### src/ltsc_pkg.sv
/*
  Constants for the low power amplifier loop switch and control registers.
  Assumes a 32-bit AXI4-Lite register bus with byte addresses.
*/
// What this block does
// - Switch register bits 0 to 13 drive loop switches 0 to 13, one closes.
// - Bit 15 drives recalibration switch; bit 14 reserved but read/write.
// - Switch register decoded at 0x20e4, resets to zero, all switches open.
// - Control register decoded at 0x20ec, resets to three.
// - Control bits 15:13 select filter resistor and cutoff, reset zero.
// - Filter code zero disconnects amp output from filter pin and capacitor.
// - Filter codes 1..6 select bypass, 20k, 100k, 200k, 400k, 600k.
// - Filter code 7 selects 1 Mohm, lowest cutoff.
// - Control bits 12:10 select load resistor, codes 0..7, reset zero.
// - Control bits 9:5 select gain resistor; zero disconnects it; reset zero.
package ltsc_pkg;
  localparam int ltsc_addr_w = 16;
  localparam logic [15:0] ltsc_sw_off = 16'h20e4;
  localparam logic [15:0] ltsc_con_off = 16'h20ec;
  localparam logic [15:0] ltsc_sw_rst = 16'h0000;
  localparam logic [15:0] ltsc_con_rst = 16'h0003;
  localparam int ltsc_rf_lsb = 13;
  localparam int ltsc_rl_lsb = 10;
  localparam int ltsc_gain_lsb = 5;
  localparam int ltsc_loop_sw_n = 14;
  localparam int ltsc_recalibration_switch_bit = 15;
  localparam logic [2:0] ltsc_rf_open = 3'h0;
  localparam logic [1:0] ltsc_resp_okay = 2'h0;
  localparam logic [1:0] ltsc_resp_slverr = 2'h2;
  localparam logic [4:0] ltsc_gain_open = 5'h00;
endpackage

### src/ltsc_reg16.sv
/*
  One 16-bit software register with byte-lane write and a reset value.
  Assumes the bus logic pulses the write enable for one cycle.
*/
`timescale 1ns/10ps
module ltsc_reg16 #(
  parameter logic [15:0] rst_val = 16'h0000
) (
  input wire logic core_clk_in,
  input wire logic rst_b_in,
  input wire logic wr_in,
  input wire logic [1:0] strb_in,
  input wire logic [15:0] data_in,
  output logic [15:0] q_out
);
  always_ff @(posedge core_clk_in or negedge rst_b_in)
  begin
    if (!rst_b_in)
      q_out <= rst_val;
    else if (wr_in)
    begin
      if (strb_in[0])
        q_out[7:0] <= data_in[7:0];
      if (strb_in[1])
        q_out[15:8] <= data_in[15:8];
    end
  end
endmodule

### src/ltsc_decode.sv
/*
  Decodes the filter resistor code into one-hot selects and a disconnect.
  Assumes a registered code at its input; outputs are combinational.
*/
`timescale 1ns/10ps
module ltsc_decode (
  input wire logic [2:0] code_in,
  output logic [7:0] onehot_out,
  output logic disconnect_out
);
  always_comb
  begin
    onehot_out = 8'h00;
    onehot_out[code_in] = 1'b1;
    disconnect_out = (code_in == ltsc_pkg::ltsc_rf_open);
  end
endmodule

### src/ltsc_regs.sv
/*
  Register bank for the low power amplifier loop: switch and control words.
  Assumes an AXI4-Lite master; outputs are static levels to analog section.
*/
// Local design decision: the AXI4-Lite register port.
`timescale 1ns/10ps
module ltsc_regs (
  input wire logic core_clk_in,
  input wire logic rst_b_in,
  input wire logic [15:0] s_axi_awaddr,
  input wire logic s_axi_awvalid,
  output logic s_axi_awready,
  input wire logic [31:0] s_axi_wdata,
  input wire logic [3:0] s_axi_wstrb,
  input wire logic s_axi_wvalid,
  output logic s_axi_wready,
  output logic [1:0] s_axi_bresp,
  output logic s_axi_bvalid,
  input wire logic s_axi_bready,
  input wire logic [15:0] s_axi_araddr,
  input wire logic s_axi_arvalid,
  output logic s_axi_arready,
  output logic [31:0] s_axi_rdata,
  output logic [1:0] s_axi_rresp,
  output logic s_axi_rvalid,
  input wire logic s_axi_rready,
  output logic [13:0] loop_switch_out,
  output logic recalibration_switch_loop_switch_out,
  output logic [7:0] filter_resistor_out,
  output logic filter_pin_disconnect_out,
  output logic [2:0] load_resistor_select_out,
  output logic [4:0] gain_resistor_select_out,
  output logic gain_resistor_disconnect_out
);
  logic [15:0] aw_reg;
  logic aw_have_reg;
  logic [31:0] w_reg;
  logic [3:0] ws_reg;
  logic w_have_reg;
  logic wr_go;
  logic wr_sw;
  logic wr_con;
  logic wr_ok;
  logic [15:0] sw_q;
  logic [15:0] con_q;
  logic [7:0] rf_onehot;
  logic rf_open;
  logic aw_have_next;
  logic w_have_next;
  logic bvalid_next;
  logic rvalid_next;

  //////////////////////////////////////////////////////////////////////////
  // Write channel: address and data taken in either order
  // Next-state terms let the readies come from flops yet act as before
  assign aw_have_next = (s_axi_awvalid && s_axi_awready)
                        || (aw_have_reg && !wr_go);
  assign w_have_next = (s_axi_wvalid && s_axi_wready)
                       || (w_have_reg && !wr_go);
  assign bvalid_next = wr_go || (s_axi_bvalid && !s_axi_bready);
  assign rvalid_next = (s_axi_arvalid && s_axi_arready)
                       || (s_axi_rvalid && !s_axi_rready);

  // Readies registered so every port leaves a flop; idle value is high
  always_ff @(posedge core_clk_in or negedge rst_b_in)
  begin
    if (!rst_b_in)
    begin
      s_axi_awready <= 1'b1;
      s_axi_wready <= 1'b1;
      s_axi_arready <= 1'b1;
    end
    else
    begin
      s_axi_awready <= !aw_have_next && !bvalid_next;
      s_axi_wready <= !w_have_next && !bvalid_next;
      s_axi_arready <= !rvalid_next;
    end
  end

  always_ff @(posedge core_clk_in or negedge rst_b_in)
  begin
    if (!rst_b_in)
    begin
      aw_reg <= 16'h0000;
      aw_have_reg <= 1'b0;
    end
    else if (s_axi_awvalid && s_axi_awready)
    begin
      aw_reg <= s_axi_awaddr;
      aw_have_reg <= 1'b1;
    end
    else if (wr_go)
      aw_have_reg <= 1'b0;
  end

  always_ff @(posedge core_clk_in or negedge rst_b_in)
  begin
    if (!rst_b_in)
    begin
      w_reg <= 32'h0000_0000;
      ws_reg <= 4'h0;
      w_have_reg <= 1'b0;
    end
    else if (s_axi_wvalid && s_axi_wready)
    begin
      w_reg <= s_axi_wdata;
      ws_reg <= s_axi_wstrb;
      w_have_reg <= 1'b1;
    end
    else if (wr_go)
      w_have_reg <= 1'b0;
  end

  assign wr_go = aw_have_reg && w_have_reg && !s_axi_bvalid;

  // Low two address bits ignored; word aligned
  always_comb
  begin
    wr_sw = 1'b0;
    wr_con = 1'b0;
    if (aw_reg[15:2] == ltsc_pkg::ltsc_sw_off[15:2])
      wr_sw = wr_go;
    else if (aw_reg[15:2] == ltsc_pkg::ltsc_con_off[15:2])
      wr_con = wr_go;
  end
  assign wr_ok = wr_sw || wr_con;

  always_ff @(posedge core_clk_in or negedge rst_b_in)
  begin
    if (!rst_b_in)
    begin
      s_axi_bvalid <= 1'b0;
      s_axi_bresp <= ltsc_pkg::ltsc_resp_okay;
    end
    else if (wr_go)
    begin
      s_axi_bvalid <= 1'b1;
      s_axi_bresp <= wr_ok ? ltsc_pkg::ltsc_resp_okay
                           : ltsc_pkg::ltsc_resp_slverr;
    end
    else if (s_axi_bready)
      s_axi_bvalid <= 1'b0;
  end

  //////////////////////////////////////////////////////////////////////////
  // Storage: only the low half exists, upper lanes are dropped
  ltsc_reg16 #(
    .rst_val(ltsc_pkg::ltsc_sw_rst)
  ) u_sw (
    .core_clk_in(core_clk_in),
    .rst_b_in(rst_b_in),
    .wr_in(wr_sw),
    .strb_in(ws_reg[1:0]),
    .data_in(w_reg[15:0]),
    .q_out(sw_q)
  );

  ltsc_reg16 #(
    .rst_val(ltsc_pkg::ltsc_con_rst)
  ) u_con (
    .core_clk_in(core_clk_in),
    .rst_b_in(rst_b_in),
    .wr_in(wr_con),
    .strb_in(ws_reg[1:0]),
    .data_in(w_reg[15:0]),
    .q_out(con_q)
  );

  //////////////////////////////////////////////////////////////////////////
  // Read channel: one beat, answer the cycle after the address is taken
  // Address ready is held low while a read answer waits for rready

  always_ff @(posedge core_clk_in or negedge rst_b_in)
  begin
    if (!rst_b_in)
    begin
      s_axi_rvalid <= 1'b0;
      s_axi_rdata <= 32'h0000_0000;
      s_axi_rresp <= ltsc_pkg::ltsc_resp_okay;
    end
    else if (s_axi_arvalid && s_axi_arready)
    begin
      s_axi_rvalid <= 1'b1;
      if (s_axi_araddr[15:2] == ltsc_pkg::ltsc_sw_off[15:2])
      begin
        s_axi_rdata <= {16'h0000, sw_q};
        s_axi_rresp <= ltsc_pkg::ltsc_resp_okay;
      end
      else if (s_axi_araddr[15:2] == ltsc_pkg::ltsc_con_off[15:2])
      begin
        s_axi_rdata <= {16'h0000, con_q};
        s_axi_rresp <= ltsc_pkg::ltsc_resp_okay;
      end
      else
      begin
        s_axi_rdata <= 32'h0000_0000;
        s_axi_rresp <= ltsc_pkg::ltsc_resp_slverr;
      end
    end
    else if (s_axi_rready)
      s_axi_rvalid <= 1'b0;
  end

  //////////////////////////////////////////////////////////////////////////
  // Analog-facing levels, registered so they never glitch
  ltsc_decode u_rf (
    .code_in(con_q[ltsc_pkg::ltsc_rf_lsb +: 3]),
    .onehot_out(rf_onehot),
    .disconnect_out(rf_open)
  );

  always_ff @(posedge core_clk_in or negedge rst_b_in)
  begin
    if (!rst_b_in)
    begin
      loop_switch_out <= 14'h0000;
      recalibration_switch_loop_switch_out <= 1'b0;
    end
    else
    begin
      loop_switch_out <= sw_q[ltsc_pkg::ltsc_loop_sw_n-1:0];
      recalibration_switch_loop_switch_out <= sw_q[ltsc_pkg::ltsc_recalibration_switch_bit];
    end
  end

  // Reset levels match a control word of three: filter open, gain open
  always_ff @(posedge core_clk_in or negedge rst_b_in)
  begin
    if (!rst_b_in)
    begin
      filter_resistor_out <= 8'h01;
      filter_pin_disconnect_out <= 1'b1;
      load_resistor_select_out <= 3'h0;
      gain_resistor_select_out <= 5'h00;
      gain_resistor_disconnect_out <= 1'b1;
    end
    else
    begin
      filter_resistor_out <= rf_onehot;
      filter_pin_disconnect_out <= rf_open;
      load_resistor_select_out <= con_q[ltsc_pkg::ltsc_rl_lsb +: 3];
      gain_resistor_select_out <= con_q[ltsc_pkg::ltsc_gain_lsb +: 5];
      gain_resistor_disconnect_out <=
        (con_q[ltsc_pkg::ltsc_gain_lsb +: 5] == ltsc_pkg::ltsc_gain_open);
    end
  end
endmodule

### config.mk
export PLATFORM = sky130hd
export DESIGN_NAME = ltsc_regs
export DESIGN_NICKNAME = d
export VERILOG_FILES = /design/src/ltsc_pkg.sv /design/src/ltsc_reg16.sv /design/src/ltsc_decode.sv /design/src/ltsc_regs.sv
export SDC_FILE = /design/constraint.sdc
export NUM_CORES = 1
export LEC_CHECK = 0
export ABC_AREA = 1
export BUFFER_PORTS_ARGS = -buffer_cell sky130_fd_sc_hd__buf_2
export CORE_MARGIN = 8
export CORE_UTILIZATION = 46
export CTS_CLUSTER_DIAMETER = 80
export DETAILED_ROUTE_END_ITERATION = 8
export PLACE_DENSITY = 0.72
export SKIP_CTS_REPAIR_TIMING = 1
export SYNTH_ARGS = -nofsm -noshare
export SYNTH_HDL_FRONTEND = slang
export SYNTH_SLANG_ARGS = --single-unit
### constraint.sdc
create_clock -name core_clk_in -period 1.5 [get_ports core_clk_in]
set_input_delay 0.375 -clock core_clk_in [delete_from_list [all_inputs] [get_ports core_clk_in]]
set_output_delay 0.375 -clock core_clk_in [all_outputs]
set_load 0.03 [all_outputs]
Word-level counts from Yosys, hierarchy flattened
Cells that the tools add are included.
W data, S select, Z words.
- output and inout bits: 74
- register bits after elaboration: 142
- input port bits: 75
- logic and storage cells: 82
- equality and inequality tests: 4
- reductions and logical operators: 35
- mux-type cells: 17
- magnitude comparators: 2
- operators by type and width (kind ; count):
    $eq A14 B12 Y1 const B ; 4
    $mux W32 ; 1
    $mux W16 ; 1
    $logic_and A1 B1 Y1 ; 12
    $mux W1 ; 11
    $logic_not A1 Y1 ; 8
    $reduce_and A2 Y1 ; 4
    $reduce_bool A2 Y1 ; 4
    $mux W2 ; 3
    $logic_not A5 Y1 ; 1
    $logic_or A1 B1 Y1 ; 5
    $lt A3 B4 Y1 const B ; 1
    $demux W1 S3 ; 1
    $ge A3 B1 Y1 const B ; 1
    $logic_not A3 Y1 ; 1

Longest topological paths before layout
Gate-level depths: netlist of the first run.
- word-level depth: 7
- depth in mapped cells: 9

Modules after synthesis
Synthesis of the first run repeated with hierarchy kept, for this count alone.
- cell total of the unflattened synthesis: 477
- area, all modules: 4897.2 um^2
- by module, submodules not included (module ; area each (um^2) ; instances ; seq. area each (um^2) ; cells an instance):
    ltsc_regs ; 3543.4 ; 1 ; 2259.7 ; 321
    ltsc_reg16 at u_con ; 648.1 ; 1 ; 402.9 ; 70
    ltsc_reg16 at u_sw ; 645.6 ; 1 ; 400.4 ; 70
    ltsc_decode ; 60.1 ; 1 ; 0.0 ; 16

Worst setup path after synthesis of the first run
Ideal clock, no wire load.
- path kind: reg2reg
- start: reg s_axi_awready
- end: reg aw_reg[11]
- path slack: 0.075 ns
- data arrival time: 1.300 ns
- library setup time: 0.125 ns
- required time: 1.375 ns
- stages on the path, launching flop included: 4
- path through: dfstp_2 nand2_1 buf_2 mux2_2
- longest elaborated chain between the ends: 1
- ends and longest elaborated chain (element ; RTL line ; RTL):
    start: declaration ; ltsc_regs.sv:12 ; output logic s_axi_awready,
    start signal: assignment ; ltsc_regs.sv:75 ; s_axi_awready <= !aw_have_next && !bvalid_next;
    $logic_and A1 B1 Y1 ; ltsc_regs.sv:88 ; else if (s_axi_awvalid && s_axi_awready)
    end signal: assignment ; ltsc_regs.sv:90 ; aw_reg <= s_axi_awaddr;
    end: declaration ; ltsc_regs.sv:35 ; logic [15:0] aw_reg;
Every way passes these cells.
A chain may end at the register's enable or synchronous reset.

Final worst setup path of the first run
- start: reg s_axi_wready
- end: out s_axi_wready
- RTL lines (element ; RTL line ; RTL):
    start: declaration ; ltsc_regs.sv:16 ; output logic s_axi_wready,
    start signal: assignment ; ltsc_regs.sv:76 ; s_axi_wready <= !w_have_next && !bvalid_next;
No word-level cell between the ends.

==> out/summary.txt, run 1 <==
Status - complete, but fails checks
Failing checks - setup timing
TritonRoute pass-1 iters - 4
Power Density - 1467 nW/µm²
Worst r2r src - s_axi_bvalid
Highest Clock Rate - 639.5 MHz
WP buf/inv - 1
Core region area - 10,840 µm²
Max incr delay on CP - 0.55 ns
Full die area - 14,690 µm²
Mapped cell area - 5091 µm²
Worst min path class - primary input to flop
Leakage - 0.003515 µW
P_int - 6749 µW
Clk_skew - 0.006199 ns
Seq pwr share - 46.6%
Syn. warnings - 0
Distinct cells, synth - 28
Iteration-0 DRC Markers - 152
TritonCTS Buffers - 17
Final worst-path cycle share - 104.2%
Min setup slack post-route - -0.06362 ns
Area delta synth->final - 25.26%
H-tree depth - 4
Setup TNS - -0.2532 ns
Fillers - 899
Worst-path clk slew - 0.06 ns
Root buf cell - clkbuf_8
Worst path cell trace - buf_6
Critical Path End Type - output pin
Gr usage total - 15.26%
Share of layout cells above drive strength 1 - 36.17%
P_sw - 2606 µW
Hold Path Cell Cnt - 2
Setup WS pre-CTS - 0.01899 ns
Detail Route Antenna Nets - 0
Clock share of power - 38.0%
Max-slew violations - 0
Vert. Die Dim - 121.2 µm
Minimum clock period - 1.564 ns
Fin cells - 753
Relative slew slack - 58.36%
CTS Buffer Depth - 2
Syn avg cell area - 10.93 µm²
Worst path required time - 1.12 ns
IO Pins - 149
Final setup violation count - 6
Input/output buffers - 108
Fin Hold WS - 0.09583 ns
Dpl cells - 705
Number of max-cap violations - 0
# nets final - 673
Gate Count Post-Synth - 466
Critical path type - flop to output pin
Switching part of the total - 27.86%
Starting Density - 46.96%
Hold Crit Endpoint - aw_reg[15]
Final GP Congestion - 0.7506
Path depth of the worst reg2reg path - 6
CTS tree - built
Setup crit start kind - flop
Wirelength per Cell - 14.42 µm
DRC Markers - 0
Worst R2R End - u_con.q_out[0]
Aggregate global routing overflow - 0
First-pass GRT wire length - 17,830 µm
Power share of the combinational group - 15.4%
FP Rows - 38
Final WL - 10,860 µm
Routed vias/inst - 4.841
Hold Startpoint - s_axi_awaddr[15]
Least-Margin Pin Slew - 0.6247 ns
Crit path DAT - 1.19 ns
Vias - 3,645
Clock Latency Late Sink - 0.51 ns
DP Wirelength - 8029 µm
Delay-heaviest family, CP - flip-flops
Largest net degree at the start of global routing - 34
Worst reg2reg setup slack - 0.08 ns
Clk sink count - 122
RSZ-0062 raised after global routing - yes
Number of antenna violations at the first check in global routing - 4
Final Hold Viols - 0
Seq cells post-synth - 122
Vias in the first global route - 3,659
Peak supply drop - 914.4 µV
CP max stage cell - dfstp_2
Die W - 121.2 µm
Post-synthesis sequential area ratio - 60.16%
Crit Path Max Fanout - 2
==> area by class of cell <==
class                           count  area (µm²)  area share (%)
Antenna cell                        2       5.005         0.07848
Clock buffer                       23       446.7           7.004
Clock inverter                      9       76.32           1.197
Inverter                           16       60.06          0.9417
Multi-Input combinational cell    306        1715           26.90
Sequential cell                   122        3064           48.05
Tap cell                          140       175.2           2.747
Timing Repair Buffer              135       834.6           13.09
==> power by group through the flow <==
stage | Combinational, µW | Clock [µW] | Sequential (µW)
2_1_floorplan | 1180 | 0 | 4270
3_3_place_gp | 1330 | 0 | 4360
3_5_place_dp | 1390 | 0 | 4400
4_1_cts | 1400 | 3620 | 4350
5_1_grt | 1590 | 3770 | 4440
6_report | 1440 | 3550 | 4360
==> cells by family after synthesis <==
logic type,share of synthesized area (%)
AOI/OAI and AO/OA,0.6881
buffers and inverters,7.397
DFF,60.16
muxes,6.414
other,0.07366
and+or+nand+nor,25.26
==> layout by cell type, fill, tap and decap left out, types with 4 or more instances in the layout <==
master,n
nand2_2,4
conb_1,18
dfrtp_1,113
mux2_2,29
nor2_8,4
inv_1,15
clkinv_2,6
clkbuf_16,16
nor2_1,12
nor3_1,10
nand2_1,142
a21oi_1,5
nand4_1,33
dfstp_2,8
buf_6,7
buf_4,26
nand3_1,32
clkbuf_1,5
nand3_4,5
buf_2,98
==> cell usage after synthesis, drive strengths merged <==
cell,n,area share [%]
dfrtp,114,56
mux2,29,6.4
clkinv,1,0.074
nor2,22,3.5
clkbuf,5,0.39
inv,15,1.1
nand3b,1,0.39
nor3b,1,0.15
conb,1,0.074
nand3,38,5.1
nor3,10,0.98
nand2,146,11
nand4,33,4.1
buf,34,5.8
a21oi,5,0.49
o21ai,2,0.20
or2,1,0.17
dfstp,8,4.1
==> worst max path at each step <==
stage | to | cells after the start | slack [ns] | startpoint
6_report | s_axi_wready | 1 | -0.06 | s_axi_wready
5_1_grt | s_axi_wready | 1 | -0.11 | s_axi_wready
4_1_cts | s_axi_wready | 1 | -0.15 | s_axi_wready
3_5_place_dp | u_con.q_out[6] | 6 | 0.02 | aw_reg[15]
3_3_place_gp | u_con.q_out[6] | 6 | 0.05 | aw_reg[15]
2_1_floorplan | aw_reg[11] | 3 | 0.08 | s_axi_awready
==> metal layers <==
metal	vias up	track usage (%)	share of wire, %
li1	1778	-	-
met1	1732	18.05	42
met2	118	24.04	48
met3	13	6.794	8.7
met4	4	5.783	0.97
met5	-	0	0.19
==> through the flow <==
step / util (%) / power, µW / area [µm²]
final: 58.83 / 9355 / 6377
after global routing: 58.83 / 9808 / 6377
after CTS: 57.33 / 9369 / 6215
after detailed placement: 52.50 / 5797 / 5692
after global placement: 52.50 / 5697 / 5692
after floorplan: - / 5446 / 5155
(Power assumes the default switching activity.)
==> inputs of run 2 (changes only) <==
- CORE_UTILIZATION: 46 -> 52
- PLACE_DENSITY: 0.72 -> 0.8
==> out/summary.txt, run 2 (synthesized netlist as in run 1, its figures left out) <==
Hold Startpoint - s_axi_rready
DP Area - 5653 µm² (-0.68%)
CP max stage cell - dfstp_2
Clock Latency Late Sink - 0.51 ns (about the same)
Worst reg2reg setup slack - 0.01 ns (-0.07 ns)
Final setup violation count - 6 (unchanged)
WP buf/inv - 1 (unchanged)
Clk_skew - 0.005105 ns (-0.001094 ns)
Vert. Die Dim - 114.9 µm (-5.2%)
DP Wirelength - 7844 µm (-2.3%)
Crit path capture - s_axi_wready
Fin Hold WS - 0.07323 ns (-0.02259 ns)
H-tree depth - 4 (unchanged)
Final WL - 11,990 µm (+10%)
# nets final - 668 (-0.74%)
Minimum clock period - 1.562 ns (-0.001570 ns)
Setup crit start kind - flop
Leading cell type in the layout, fill and taps excluded - nand2_1
DRC Markers - 0 (unchanged)
Min setup slack post-route - -0.06205 ns (+0.001570 ns)
Aggregate global routing overflow - 0 (unchanged)
Setup WS pre-CTS - -0.02736 ns (-0.04635 ns)
Setup TNS - -0.2406 ns (+0.01269 ns)
RSZ-0062 raised after global routing - yes
Share of layout cells above drive strength 1 - 39.44% (+3.3 points)
Delay-heaviest family, CP - flip-flops
Root buf cell - clkbuf_8
Worst min path class - primary input to flop
Highest-count cells in the layout ignoring fill and taps - nand2_1, dfrtp_1, buf_2
Highest Clock Rate - 640.2 MHz (+0.10%)
Max incr delay on CP - 0.55 ns (about the same)
Worst path cell trace - buf_6
Clk sink count - 122 (unchanged)
Starting Density - 52.82% (+5.9 points)
Area delta synth->final - 28.93%
Vias - 3,748 (+2.8%)
Tot Pwr - 10,390 µW (+11%)
Full die area - 13,210 µm² (-10%)
TritonRoute pass-1 iters - 4 (unchanged)
Vias in the first global route - 3,829 (+4.6%)
Crit path DAT - 1.19 ns (about the same)
TritonCTS Buffers - 17 (unchanged)
Final Hold Viols - 0 (unchanged)
Input/output buffers - 108 (unchanged)
Worst R2R End - u_con.q_out[15]
CTS tree - built
Leakage - 0.003559 µW (+1.2%)
Routed vias/inst - 5.072 (+4.8%)
Final Cell Area - 6564 µm² (+2.9%)
Status - complete, but fails checks
Largest net degree at the start of global routing - 84 (+150%)
Least-Margin Pin Slew - 0.6798 ns (+0.05516 ns)
Final worst-path cycle share - 104.1% (-0.10 points)
Crit Path Max Fanout - 2 (unchanged)
Peak supply drop - 1041 µV (+14%)
Worst path required time - 1.12 ns (about the same)
Worst-path clk slew - 0.06 ns (about the same)
WP depth - 1 (unchanged)
Relative slew slack - 54.68% (-3.7 points)
Final GP Congestion - 0.7569 (+0.84%)
Power Density - 1582 nW/µm² (+7.9%)
Path depth of the worst reg2reg path - 7 (+1)
Detail Route Antenna Nets - 0 (unchanged)
IO Pins - 149 (unchanged)
Max-slew violations - 0 (unchanged)
Die W - 114.9 µm (-5.2%)
FP Rows - 36 (-5.3%)
Wirelength per Cell - 16.22 µm (+12%)
First-pass GRT wire length - 18,640 µm (+4.6%)
Number of max-cap violations - 0 (unchanged)
Core region area - 9639 µm² (-11%)
Hold Path Cell Cnt - 3 (+1)
CTS Buffer Depth - 2 (unchanged)
CP Launch Point - s_axi_wready
Ant. Diodes - 0 (-2)
Gr usage total - 18.12% (+2.9 points)
Critical path type - flop to output pin
Number of antenna violations at the first check in global routing - 1 (-3)
Critical Path End Type - output pin
Iteration-0 DRC Markers - 231 (+52%)
Worst r2r src - aw_reg[10]
Failing checks - setup timing
==> run 2: layer usage <==
metal	part of all wire [%]	vias to the layer above	GRT usage (%)
met4	1.6	2	6.655
met1	39	1817	21.02
met3	9.1	21	8.088
li1	-	1766	-
met5	0.067	-	0
met2	51	142	29.11
==> run 2: final cells by class <==
class / count / area (µm²)
fillers: 735 / 3075
flip-flops and latches: 122 / 3064
multi-input cells: 307 / 1789
repair buffers: 129 / 829.5
clock buffers: 20 / 435.4
clock inverters: 12 / 219.0
well taps: 133 / 166.4
inverters: 16 / 60.06
==> run 2: through the flow <==
step / util (%) / std cells
2_1_floorplan: - / 483
3_3_place_gp: 58.64 / 694
3_5_place_dp: 58.64 / 694
4_1_cts: 65.43 / 726
5_1_grt: 68.09 / 739
6_report: 68.09 / 739
==> run 2: power by group <==
group	leakage (µW)	internal, µW	switching [µW]
Clock	0.000315	3070	1410
Combinational	0.00166	723	783
Sequential	0.00159	3840	559
==> run 2: how the worst min path moves through the flow <==
stage	end	slack (ns)
global placement	load_resistor_select_out[2]	0.39
global route	aw_reg[14]	0.08
finish	s_axi_arready	0.07
CTS	s_axi_rdata[3]	-0.09
detailed placement	loop_switch_out[5]	0.40
floorplan	aw_have_reg	0.08
